**config.mk**
```make
export PLATFORM = sky130hd
export DESIGN_NAME = fcs_seq
export DESIGN_NICKNAME = d
export VERILOG_FILES = /design/src/pkg/fcs_pkg.sv /design/src/verilog/fcs_seq.sv
export SDC_FILE = /design/constraint.sdc
export NUM_CORES = 1
export LEC_CHECK = 0
export ABC_AREA = 1
export BUFFER_PORTS_ARGS = -buffer_cell sky130_fd_sc_hd__clkbuf_2
export CAP_MARGIN = 20
export CORE_MARGIN = 8
export CORE_UTILIZATION = 40
export DETAILED_ROUTE_END_ITERATION = 6
export PLACE_DENSITY = 0.69
export SETUP_SLACK_MARGIN = 0.1
export SYNTH_ARGS = -nofsm -noshare
export SYNTH_HDL_FRONTEND = slang
export SYNTH_SLANG_ARGS = --single-unit
```
**constraint.sdc**
```tcl
create_clock -name mclk -period 2.7 [get_ports mclk]
set_input_delay 0.27 -clock mclk [delete_from_list [all_inputs] [get_ports mclk]]
set_output_delay 0.27 -clock mclk [all_outputs]
set_load 0.01 [all_outputs]
```
**src/pkg/fcs_pkg.sv**
```systemverilog
// Purpose: constants for the flash command sequencer
// Assumes: 16-bit CPU address, 8-bit data, 100 MHz mclk
// Notes: APB register offsets are byte addresses
package fcs_pkg;
	localparam int CLK_MHZ = 100;
	localparam int PROG_US = 40;
	localparam int SECT_MS = 30;
	localparam int CHIP_MS = 30;
	localparam int PROG_CYC = PROG_US * CLK_MHZ;
	localparam int SECT_CYC = SECT_MS * 1000 * CLK_MHZ;
	localparam int CHIP_CYC = CHIP_MS * 1000 * CLK_MHZ;
	localparam logic [11:0] ADR_UNL1 = 12'h555;
	localparam logic [11:0] ADR_UNL2 = 12'hAAA;
	localparam logic [15:0] ADR_SEC = 16'hFF7F;
	localparam logic [15:0] ADR_VEND = 16'hF000;
	localparam logic [15:0] ADR_MACRO = 16'hF001;
	localparam logic [15:0] ADR_SIZE = 16'hF002;
	localparam logic [7:0] DAT_UNL1 = 8'hAA;
	localparam logic [7:0] DAT_UNL2 = 8'h55;
	localparam logic [7:0] CMD_PROG = 8'hA0;
	localparam logic [7:0] CMD_ERASE = 8'h80;
	localparam logic [7:0] CMD_SECT = 8'h30;
	localparam logic [7:0] CMD_CHIP = 8'h10;
	localparam logic [7:0] CMD_IDENT = 8'h90;
	localparam logic [7:0] CMD_EXIT = 8'hF0;
	localparam logic [7:0] CMD_SECUR = 8'hA5;
	localparam logic [7:0] DAT_SECUR = 8'h00;
	localparam logic [7:0] ERASED = 8'hFF;
	localparam logic [7:0] SEC_ON = 8'h00;
	localparam logic [3:0] UNLOCK_EN = 4'h3;
	localparam logic [3:0] UNLOCK_RST = 4'hC;
	localparam int TOG_BIT = 6;
	localparam logic [7:0] VENDOR_ID = 8'h5A; // Arbitrary value
	localparam logic [7:0] MACRO_ID = 8'h3C; // Arbitrary value
	localparam logic [7:0] SIZE_60K = 8'h0E;
	localparam logic [7:0] SIZE_48K = 8'h0B;
	localparam logic [7:0] SIZE_32K = 8'h07;
	localparam logic [7:0] SIZE_24K = 8'h05;
	localparam logic [7:0] SIZE_16K = 8'h03;
	localparam logic [7:0] SIZE_8K = 8'h01;
	localparam logic [7:0] SIZE_4K = 8'h00;
	localparam logic [11:0] REG_CTRL = 12'h000;
	localparam logic [11:0] REG_STAT = 12'h004;
	localparam int CTRL_UNL_LSB = 4;
	localparam int CTRL_BANK = 3;
	localparam int STAT_BUSY = 0;
	localparam int STAT_IDENT = 1;
	localparam int STAT_PROT = 2;
	localparam int STAT_OP_LSB = 4;
	typedef enum logic [2:0] {OP_NONE, OP_PROG, OP_SECT, OP_CHIP, OP_SECUR} fcs_op_t;
endpackage

```
**src/verilog/fcs_seq.sv**
```systemverilog
// Overview of operation
// - Command addresses compare only low 12 bits; upper 4 bits select area. Here the 00H security write must match FF7F in all 16 bits.
// - Byte program: AA@555, 55@AAA, A0@555, then address and data.
// - Sector erase: six writes ending 30H; upper address nibble picks sector.
// - Chip erase ends 10H at 555; whole array then reads FFH.
// - Byte program finishes within 40 us after last write.
// - Sector erase finishes within 30 ms after sixth write.
// - Chip erase finishes in about 30 ms.
// - No new command sequence accepted while an operation runs.
// - While busy, repeated reads of same address invert data bit 6.
// - First toggle-bit read after program, chip erase or security is one.
// - Unlock pair then 90H at 555 enters product ID mode.
// - ID mode returns vendor, macro, size and security status codes.
// - Size code maps array size, 0EH for 60 kbytes.
// - Security status reads FFH when off, other value when on.
// - ID mode left by F0H anywhere, or unlock pair plus F0H at 555.
// - Security program: unlock pair, A5H at 555, 00H at FF7F.
// - Protection flag blocks PROM-mode reads and serial writes; here prot_ff only drives prot_on, the status register bit and the security status code.
// - Only chip erase clears protection; here rst also clears prot_ff.
// - Security program finishes within 40 us, toggle-bit signalled.
// - Sequences ignored unless unlock field is 0011B; reset loads 1100B.
//
// Purpose: decode CPU write sequences for the on-chip flash, time operations
// Assumes: CPU bus single-cycle strobes synchronous to mclk
// Notes: flash array itself is outside; this block issues program/erase pulses
//
// The implementer's own choices: register access over APB and the address map.
`timescale 1ns/1ps
module fcs_seq
	import fcs_pkg::*;
(
	input wire logic mclk, // System clock
	input wire logic rst, // Synchronous reset
	input wire logic cpu_wr, // CPU flash write strobe
	input wire logic cpu_rd, // CPU flash read strobe
	input wire logic [15:0] cpu_addr, // CPU address
	input wire logic [7:0] cpu_wdata, // CPU write data
	input wire logic [7:0] arr_rdata, // Array read data
	input wire logic [2:0] size_sel, // Array size select
	input wire logic psel, // APB select
	input wire logic penable, // APB enable
	input wire logic pwrite, // APB direction
	input wire logic [11:0] paddr, // APB address
	input wire logic [31:0] pwdata, // APB write data
	output logic [31:0] prdata, // APB read data
	output logic pready, // APB ready
	output logic pslverr, // APB error
	output logic [7:0] cpu_rdata, // Data back to CPU
	output logic arr_prog, // Program pulse to array
	output logic arr_sect, // Sector erase pulse
	output logic arr_chip, // Chip erase pulse
	output logic [15:0] arr_addr, // Array target address
	output logic [7:0] arr_wdata, // Array program data
	output logic prot_on, // Security protection active
	output logic busy // Operation in progress
);
	// ----------------------------------------
	// Decode state
	// ----------------------------------------
	typedef enum logic [3:0] {S_IDLE, S_U1, S_U2, S_PROG, S_E1, S_E2, S_E3, S_SEC} fcs_st_t;
	fcs_st_t st_ff, nxt_st;
	logic [3:0] unlock_ff;
	logic bank_ff;
	logic ident_ff, nxt_ident;
	logic prot_ff, nxt_prot;
	fcs_op_t op_ff, nxt_op;
	logic [31:0] cnt_ff, nxt_cnt;
	logic tog_ff;
	logic [15:0] last_rd_ff;
	logic first_ff;
	logic [31:0] prdata_ff;
	logic [7:0] rdata_ff;
	logic prog_ff, sect_ff, chip_ff;
	logic [15:0] aaddr_ff;
	logic [7:0] awdata_ff;

	// Upper nibble ignored: it only picks the flash area
	function automatic logic hit(input logic [15:0] a, input logic [11:0] low, input logic [7:0] d,
		input logic [7:0] want);
		hit = (a[11:0] == low) && (d == want);
	endfunction

	wire cmd_ok = unlock_ff == UNLOCK_EN;
	wire is_busy = op_ff != OP_NONE;
	wire wr_go = cpu_wr && cmd_ok && !is_busy;
	wire w_u1 = hit(cpu_addr, ADR_UNL1, cpu_wdata, DAT_UNL1);
	wire w_u2 = hit(cpu_addr, ADR_UNL2, cpu_wdata, DAT_UNL2);
	wire at555 = cpu_addr[11:0] == ADR_UNL1;
	wire exit1 = ident_ff && cpu_wdata == CMD_EXIT;

	// ----------------------------------------
	// Sequence decoder
	// ----------------------------------------
	always_comb
	begin
		nxt_st = st_ff;
		nxt_ident = ident_ff;
		nxt_op = op_ff;
		nxt_prot = prot_ff;
		nxt_cnt = cnt_ff;
		if (is_busy)
		begin
			if (cnt_ff == 32'h0000_0000)
			begin
				nxt_op = OP_NONE;
				if (op_ff == OP_SECUR)
					nxt_prot = 1'b1;
				if (op_ff == OP_CHIP)
					nxt_prot = 1'b0;
			end
			else
				nxt_cnt = cnt_ff - 32'h0000_0001;
		end
		if (wr_go)
		begin
			nxt_st = S_IDLE;
			case (st_ff)
				S_IDLE:
					if (w_u1)
						nxt_st = S_U1;
					else if (exit1)
						nxt_ident = 1'b0;
				S_U1:
					if (w_u2)
						nxt_st = S_U2;
				S_U2:
					if (at555)
						case (cpu_wdata)
							CMD_PROG: nxt_st = S_PROG;
							CMD_ERASE: nxt_st = S_E1;
							CMD_IDENT: nxt_ident = 1'b1;
							CMD_EXIT: nxt_ident = 1'b0;
							CMD_SECUR: nxt_st = S_SEC;
							default: nxt_st = S_IDLE;
						endcase
				S_PROG:
				begin
					nxt_op = OP_PROG;
					nxt_cnt = 32'(PROG_CYC - 1);
				end
				S_E1:
					if (w_u1)
						nxt_st = S_E2;
				S_E2:
					if (w_u2)
						nxt_st = S_E3;
				S_E3:
					if (cpu_wdata == CMD_SECT)
					begin
						nxt_op = OP_SECT;
						nxt_cnt = 32'(SECT_CYC - 1);
					end
					else if (at555 && cpu_wdata == CMD_CHIP)
					begin
						nxt_op = OP_CHIP;
						nxt_cnt = 32'(CHIP_CYC - 1);
					end
				S_SEC:
					if (cpu_addr == ADR_SEC && cpu_wdata == DAT_SECUR)
					begin
						nxt_op = OP_SECUR;
						nxt_cnt = 32'(PROG_CYC - 1);
					end
				default: nxt_st = S_IDLE;
			endcase
		end
	end

	// ----------------------------------------
	// Read path
	// ----------------------------------------
	logic [7:0] size_code;
	always_comb
	begin
		case (size_sel)
			3'h0: size_code = SIZE_60K;
			3'h1: size_code = SIZE_48K;
			3'h2: size_code = SIZE_32K;
			3'h3: size_code = SIZE_24K;
			3'h4: size_code = SIZE_16K;
			3'h5: size_code = SIZE_8K;
			default: size_code = SIZE_4K;
		endcase
	end
	wire [7:0] sec_code = prot_ff ? SEC_ON : ERASED;
	wire [7:0] id_data = (cpu_addr == ADR_VEND) ? VENDOR_ID :
		(cpu_addr == ADR_MACRO) ? MACRO_ID :
		(cpu_addr == ADR_SIZE) ? size_code :
		(cpu_addr == ADR_SEC) ? sec_code : arr_rdata;
	wire same_rd = !first_ff && cpu_addr == last_rd_ff;
	wire nxt_tog = same_rd ? !tog_ff : 1'b1;
	wire [7:0] busy_data = {arr_rdata[7], nxt_tog, arr_rdata[5:0]};
	wire [7:0] rd_mux = is_busy ? busy_data : ident_ff ? id_data : arr_rdata;

	wire apb_acc = psel && penable;
	wire ctrl_hit = paddr == REG_CTRL;
	wire stat_hit = paddr == REG_STAT;
	// Low control bits read as zero
	wire [31:0] ctrl_val = {24'h00_0000, unlock_ff, bank_ff, 3'h0};
	wire [31:0] stat_val = {25'h000_0000, op_ff, 1'b0, prot_ff, ident_ff, is_busy};
	// Read data loaded in setup so it stands at the access edge
	wire apb_setup_rd = psel && !penable && !pwrite;

	always_ff @(posedge mclk)
	begin
		if (rst)
		begin
			st_ff <= S_IDLE;
			ident_ff <= 1'b0;
			prot_ff <= 1'b0;
			op_ff <= OP_NONE;
			cnt_ff <= 32'h0000_0000;
			unlock_ff <= UNLOCK_RST;
			bank_ff <= 1'b1;
			tog_ff <= 1'b0;
			first_ff <= 1'b1;
			last_rd_ff <= 16'h0000;
			rdata_ff <= 8'h00;
			prdata_ff <= 32'h0000_0000;
			prog_ff <= 1'b0;
			sect_ff <= 1'b0;
			chip_ff <= 1'b0;
			aaddr_ff <= 16'h0000;
			awdata_ff <= 8'h00;
		end
		else
		begin
			st_ff <= nxt_st;
			ident_ff <= nxt_ident;
			prot_ff <= nxt_prot;
			op_ff <= nxt_op;
			cnt_ff <= nxt_cnt;
			prog_ff <= wr_go && st_ff == S_PROG;
			sect_ff <= wr_go && nxt_op == OP_SECT && !is_busy;
			chip_ff <= wr_go && nxt_op == OP_CHIP && !is_busy;
			if (wr_go && (st_ff == S_PROG || st_ff == S_E3))
			begin
				aaddr_ff <= cpu_addr;
				awdata_ff <= cpu_wdata;
			end
			if (cpu_rd)
			begin
				rdata_ff <= rd_mux;
				last_rd_ff <= cpu_addr;
				tog_ff <= nxt_tog;
				first_ff <= !is_busy;
			end
			else if (!is_busy)
				first_ff <= 1'b1;
			if (apb_acc && pwrite && ctrl_hit)
			begin
				unlock_ff <= pwdata[CTRL_UNL_LSB +: 4];
				bank_ff <= pwdata[CTRL_BANK];
			end
			if (apb_setup_rd)
				prdata_ff <= ctrl_hit ? ctrl_val : stat_hit ? stat_val : 32'h0000_0000;
		end
	end

	assign prdata = prdata_ff;
	assign pready = 1'b1;
	assign pslverr = 1'b0;
	assign cpu_rdata = rdata_ff;
	assign arr_prog = prog_ff;
	assign arr_sect = sect_ff;
	assign arr_chip = chip_ff;
	assign arr_addr = aaddr_ff;
	assign arr_wdata = awdata_ff;
	assign prot_on = prot_ff;
	assign busy = op_ff != OP_NONE;

	// ----------------------------------------
	// Checks: decoder
	// ----------------------------------------
	locked_ignore_a: assert property (@(posedge mclk) disable iff (rst)
		cpu_wr && unlock_ff != UNLOCK_EN |=> st_ff == $past(st_ff))
		else $error("write accepted while locked");
	busy_block_a: assert property (@(posedge mclk) disable iff (rst)
		is_busy && cpu_wr |=> st_ff == $past(st_ff))
		else $error("sequence advanced while busy");
	prog_time_a: assert property (@(posedge mclk) disable iff (rst)
		$rose(prog_ff) |-> op_ff == OP_PROG && cnt_ff == 32'(PROG_CYC - 1))
		else $error("program time wrong");
	first_tog_a: assert property (@(posedge mclk) disable iff (rst)
		is_busy && cpu_rd && first_ff |=> rdata_ff[TOG_BIT])
		else $error("first toggle read not one");
	toggle_rd_a: assert property (@(posedge mclk) disable iff (rst)
		is_busy && cpu_rd && same_rd |=> rdata_ff[TOG_BIT] != $past(rdata_ff[TOG_BIT]))
		else $error("toggle bit stuck");

	chip_clear_a: assert property (@(posedge mclk) disable iff (rst)
		$fell(prot_ff) |-> $past(op_ff) == OP_CHIP)
		else $error("protection cleared without chip erase");
	prot_set_a: assert property (@(posedge mclk) disable iff (rst)
		$rose(prot_ff) |-> $past(op_ff) == OP_SECUR)
		else $error("protection set without security program");
	ident_enter_a: assert property (@(posedge mclk) disable iff (rst)
		$rose(ident_ff) |-> $past(st_ff) == S_U2 && $past(cpu_wdata) == CMD_IDENT)
		else $error("id mode entered wrongly");

	ident_exit_a: assert property (@(posedge mclk) disable iff (rst)
		$fell(ident_ff) |-> $past(cpu_wr) && $past(cpu_wdata) == CMD_EXIT)
		else $error("id mode left without exit code");

	unlock_abort_a: assert property (@(posedge mclk) disable iff (rst)
		wr_go && st_ff == S_U1 && !w_u2 |=> st_ff == S_IDLE)
		else $error("bad second unlock not aborted");

	prog_data_a: assert property (@(posedge mclk) disable iff (rst)
		$rose(prog_ff) |-> awdata_ff == $past(cpu_wdata) && aaddr_ff == $past(cpu_addr))
		else $error("program target not latched");

	prog_single_a: assert property (@(posedge mclk) disable iff (rst)
		prog_ff |=> !prog_ff)
		else $error("program pulse longer than one cycle");

	sect_addr_a: assert property (@(posedge mclk) disable iff (rst)
		$rose(sect_ff) |-> aaddr_ff == $past(cpu_addr))
		else $error("sector address not latched");

	chip_addr_a: assert property (@(posedge mclk) disable iff (rst)
		$rose(chip_ff) |-> $past(cpu_addr[11:0]) == ADR_UNL1)
		else $error("chip erase from wrong address");

	// ----------------------------------------
	// Checks: timing
	// ----------------------------------------
	// Full erase spans are too long to unroll, so the
	// load value and the count-down steps are checked instead
	sect_time_a: assert property (@(posedge mclk) disable iff (rst)
		$rose(sect_ff) |-> op_ff == OP_SECT && cnt_ff == 32'(SECT_CYC - 1))
		else $error("sector erase time wrong");

	chip_time_a: assert property (@(posedge mclk) disable iff (rst)
		$rose(chip_ff) |-> op_ff == OP_CHIP && cnt_ff == 32'(CHIP_CYC - 1))
		else $error("chip erase time wrong");

	count_step_a: assert property (@(posedge mclk) disable iff (rst)
		is_busy && cnt_ff != 32'h0000_0000 |=> cnt_ff == $past(cnt_ff) - 32'h0000_0001)
		else $error("operation counter skipped");

	busy_end_a: assert property (@(posedge mclk) disable iff (rst)
		is_busy && cnt_ff == 32'h0000_0000 |=> !is_busy)
		else $error("operation outlived its counter");

	// ----------------------------------------
	// Checks: read data
	// ----------------------------------------
	vend_read_a: assert property (@(posedge mclk) disable iff (rst)
		ident_ff && !is_busy && cpu_rd && cpu_addr == ADR_VEND |=> rdata_ff == VENDOR_ID)
		else $error("vendor code wrong");

	sec_read_a: assert property (@(posedge mclk) disable iff (rst)
		ident_ff && !is_busy && cpu_rd && cpu_addr == ADR_SEC
		|=> rdata_ff == ($past(prot_ff) ? SEC_ON : ERASED))
		else $error("security status wrong");
endmodule

```
==> flow_summary.toml <==
[outcome]
status = "finished clean"

[synth]
synthArstFlopShare_pct = 0
synth_area_leader_cell = "dfxtp_1"
post_synth_num_cell_types = 39
synth_cells = 1013
synth_top_cell_area_share_pct = 33.14
ys_seq_elements = 106
synthesis.area_sq_um = 6404
ys_top_cells_by_area = "dfxtp_1 (33%), nand2_1 (15%), nor2_1 (7.8%), a21oi_1 (7.0%), inv_1 (6.2%)"
postSynthAreaPerCell_sq_um = 6.321
synth-edff-count = 0
yosysSeqAreaShare_pct = 33.14
synth_ff_type = "dfxtp_1"
yosys_warnings = 0

[clock_tree]
cts-buffers-inserted = 9
clkSinkCount = 106
tritoncts = "yes"
htree_levels = 3
cts_setup_buffers = 0
cts_hold_buf = 0
cts_root_buffer = "clkbuf_16"
cts_buffer_depth = 2
cts_resized = 0
worstSkewPairLatency_ps = 360
clkTransAtPathRegs_ps = 70

[detailed_routing]
wl_mm = 17.64
drc = 0
wl_met1_mm = 8.039
firstDrtPassIters = 5
vias = 6455
highest_layer = "met4"
avgViaCountPerCell = 4.875
met2WireLength_mm = 8.298
drtAntennaViolNets = 0
drtIter0Drc = 358
wl_per_cell_um = 13.32
dr_wl_met3_um = 894

[timing]
setup_viol = 0
finalHoldViolations = 0
slew_viol_final = 0
worstMarginPinSlew_ps = 790.0
tns_ps = 0
relSlewSlack_pct = 47.27
fin_skew_ps = 9.206
min_period_ps = 2004
max_freq_mhz = 499.1
rsz0062_at_grt = "no"
period_share_pct = 74.21

[floorplanning]
die_y_um = 142.5
die-width_um = 142.5
coreArea_sq_um = 15770
fp-row-count = 46
die-area_sq_um = 20310
start_util_pct = 40.61
io_pins = 157

[global_route]
grt_pass1_vias = 5914
grt_pass1_wl_mm = 28.92
grt_start_max_net_pins = 37
track_usage_pct = 17.40
antenna_found_initial = 0
grt-ovfl-total = 0

[worst_setup_path]
crit_fanout = 8
start_kind = "flip-flop"
r2r_end = "cnt_ff[22]"
critPathKind = "reg2reg"
crit_chain = "inv_1, ha_1, nand2_1, nor2_2, nand3_1, nor2_2, nand3_1, nor2_1, xor2_1, nor2_1"
r2r-start = "cnt_ff[0]"
path_delay_family = "simple AND/OR/NAND/NOR gates"
worst_ep_required_time_ps = 2940
rr_worst_depth = 10
endpoint_kind = "flip-flop"
cp_data_arrival_time_ps = 2250
crit_slowest_cell = "ha_1"
critical-path-max-stage-delay_ps = 330
rrSetupSlack_ps = 700
crit_buf_inv = 1

[placement]
gp_congestion = 0.9344
hpwl_mm = 13.58
dp_cells = 1308
io_buffers = 103

[min_path]
hold_start = "pwdata[7]"
worstHoldEndpoint = "unlock_ff[3]"
min_path_type = "in2reg"
hold_path_depth = 3

[power]
peakVddDrop_v = 0.0002948
power_density_nw_per_um2 = 435.3
leakage_nw = 3.572

[final_layout]
stdcell_count = 1324
layout.nets = 1195
diodes = 0
area.growth.synth_to_final_pct = 13.44
layout-drive-gt1-share_pct = 16.06

[job]
maxCapViolCount = 0
==> state kept, by name, summed over array words and instances (netlist names), 3 cells and up <==
name / flops
op_ff: 3
st_ff: 3
unlock_ff: 4
prdata: 8
arr_addr: 16
cpu_rdata: 8
last_rd_ff: 16
arr_wdata: 8
cnt_ff: 32
==> cell type report <==
| class | count | area (sq um) |
|---|---|---|
| Clock buffer | 10 | 229.0 |
| Sequential cell | 106 | 2122 |
| Multi-Input combinational cell | 765 | 3603 |
| Tap cell | 216 | 270.3 |
| Timing Repair Buffer | 111 | 575.6 |
| Clock inverter | 6 | 51.30 |
| Fill cell | 1710 | 8506 |
| Inverter | 110 | 412.9 |
==> power by group <==
group | internal, W | switching [W]
registers | 0.00159 | 0.0000161
logic | 0.0000907 | 0.000174
clock network | 0.000641 | 0.000653
total | 0.00232 | 0.000842
==> cell usage after synthesis, types with 2 or more instances <==
library cell  instances
a21oi_1              89
a31oi_1               3
buf_2                 7
buf_4                31
clkbuf_1             15
conb_1                2
dfxtp_1             106
ha_1                  6
inv_1               105
inv_2                 5
nand2_1             250
nand2_2               7
nand3_1              74
nand4_1              14
nor2_1              133
nor2_2               25
nor2_4                6
nor3_1               12
nor3_2                2
nor4_1                4
o211ai_1              4
o21ai_0              74
o21ai_1               2
or2_2                 4
xnor2_1               2
xor2_1               18
==> stage by stage <==
step	hold slack, ps	total power [W]	util (%)	cell area [sq um]	worst slack (ps)
floorplan	383.2	0.001828	-	6494	1057
global placement	453.1	0.001900	44.29	6984	743.7
detailed placement	449.6	0.001904	44.29	6984	720.2
CTS	109.0	0.003184	46.06	7264	709.1
global route	129.8	0.003282	46.06	7264	501.8
finish	111.8	0.003163	46.06	7264	696.4
==> worst max-delay path by stage <==
stage | start | to | slack [ps] | depth (start not counted)
after floorplan | cnt_ff[0] | cnt_ff[22] | 1060 | 11
after global placement | cnt_ff[0] | cnt_ff[22] | 740 | 10
after detailed placement | cnt_ff[0] | cnt_ff[22] | 720 | 10
after CTS | cnt_ff[0] | cnt_ff[22] | 710 | 10
after global routing | cnt_ff[0] | cnt_ff[22] | 500 | 10
final | cnt_ff[0] | cnt_ff[22] | 700 | 10
==> metal layers <==
layer / global-route usage [%] / vias to the layer above
met3: 3.287 / 31
met2: 28.21 / 170
met4: 6.823 / 0
li1: - / 3376
met5: 0 / -
met1: 22.32 / 2878
==> cell usage in the layout, fill, tap and decap left out, types with 3 or more instances in the layout <==
master     instances
dfxtp_1          106
o21ai_0           74
inv_1            105
nor2_2            25
inv_2              5
nor2_1           133
nor3_1            12
or2_2              4
nand2_2            7
clkbuf_2         103
nor4_1             4
nand3_1           74
ha_1               6
clkbuf_16          9
a31oi_1            3
o211ai_1           4
xor2_1            18
nand4_1           14
nor2_4             6
conb_1            26
buf_4              8
a21oi_1           88
nand2_1          250
==> cell families (layout without fill, tap and decap cells) <==
kind of cell	Yosys count	in the layout	synth area share [%]
simple gates	535	535	36.32
compound gates	178	178	14.46
buf+inv	166	237	12.06
flops	106	106	33.14
xor+xnor	20	20	2.735
fa+ha+maj	6	6	1.172
other cells	2	26	0.1173
==> worst register-to-register path, cell delays in order (launching register included) <==
cell and delay (ps):
dfxtp_1 310, inv_1 110, ha_1 330, nand2_1 200, nor2_2 250, nand3_1 120, nor2_2 150, nand3_1 80
nor2_1 140, xor2_1 160, nor2_1 50
Note: power is estimated with default switching activity, not from simulation.
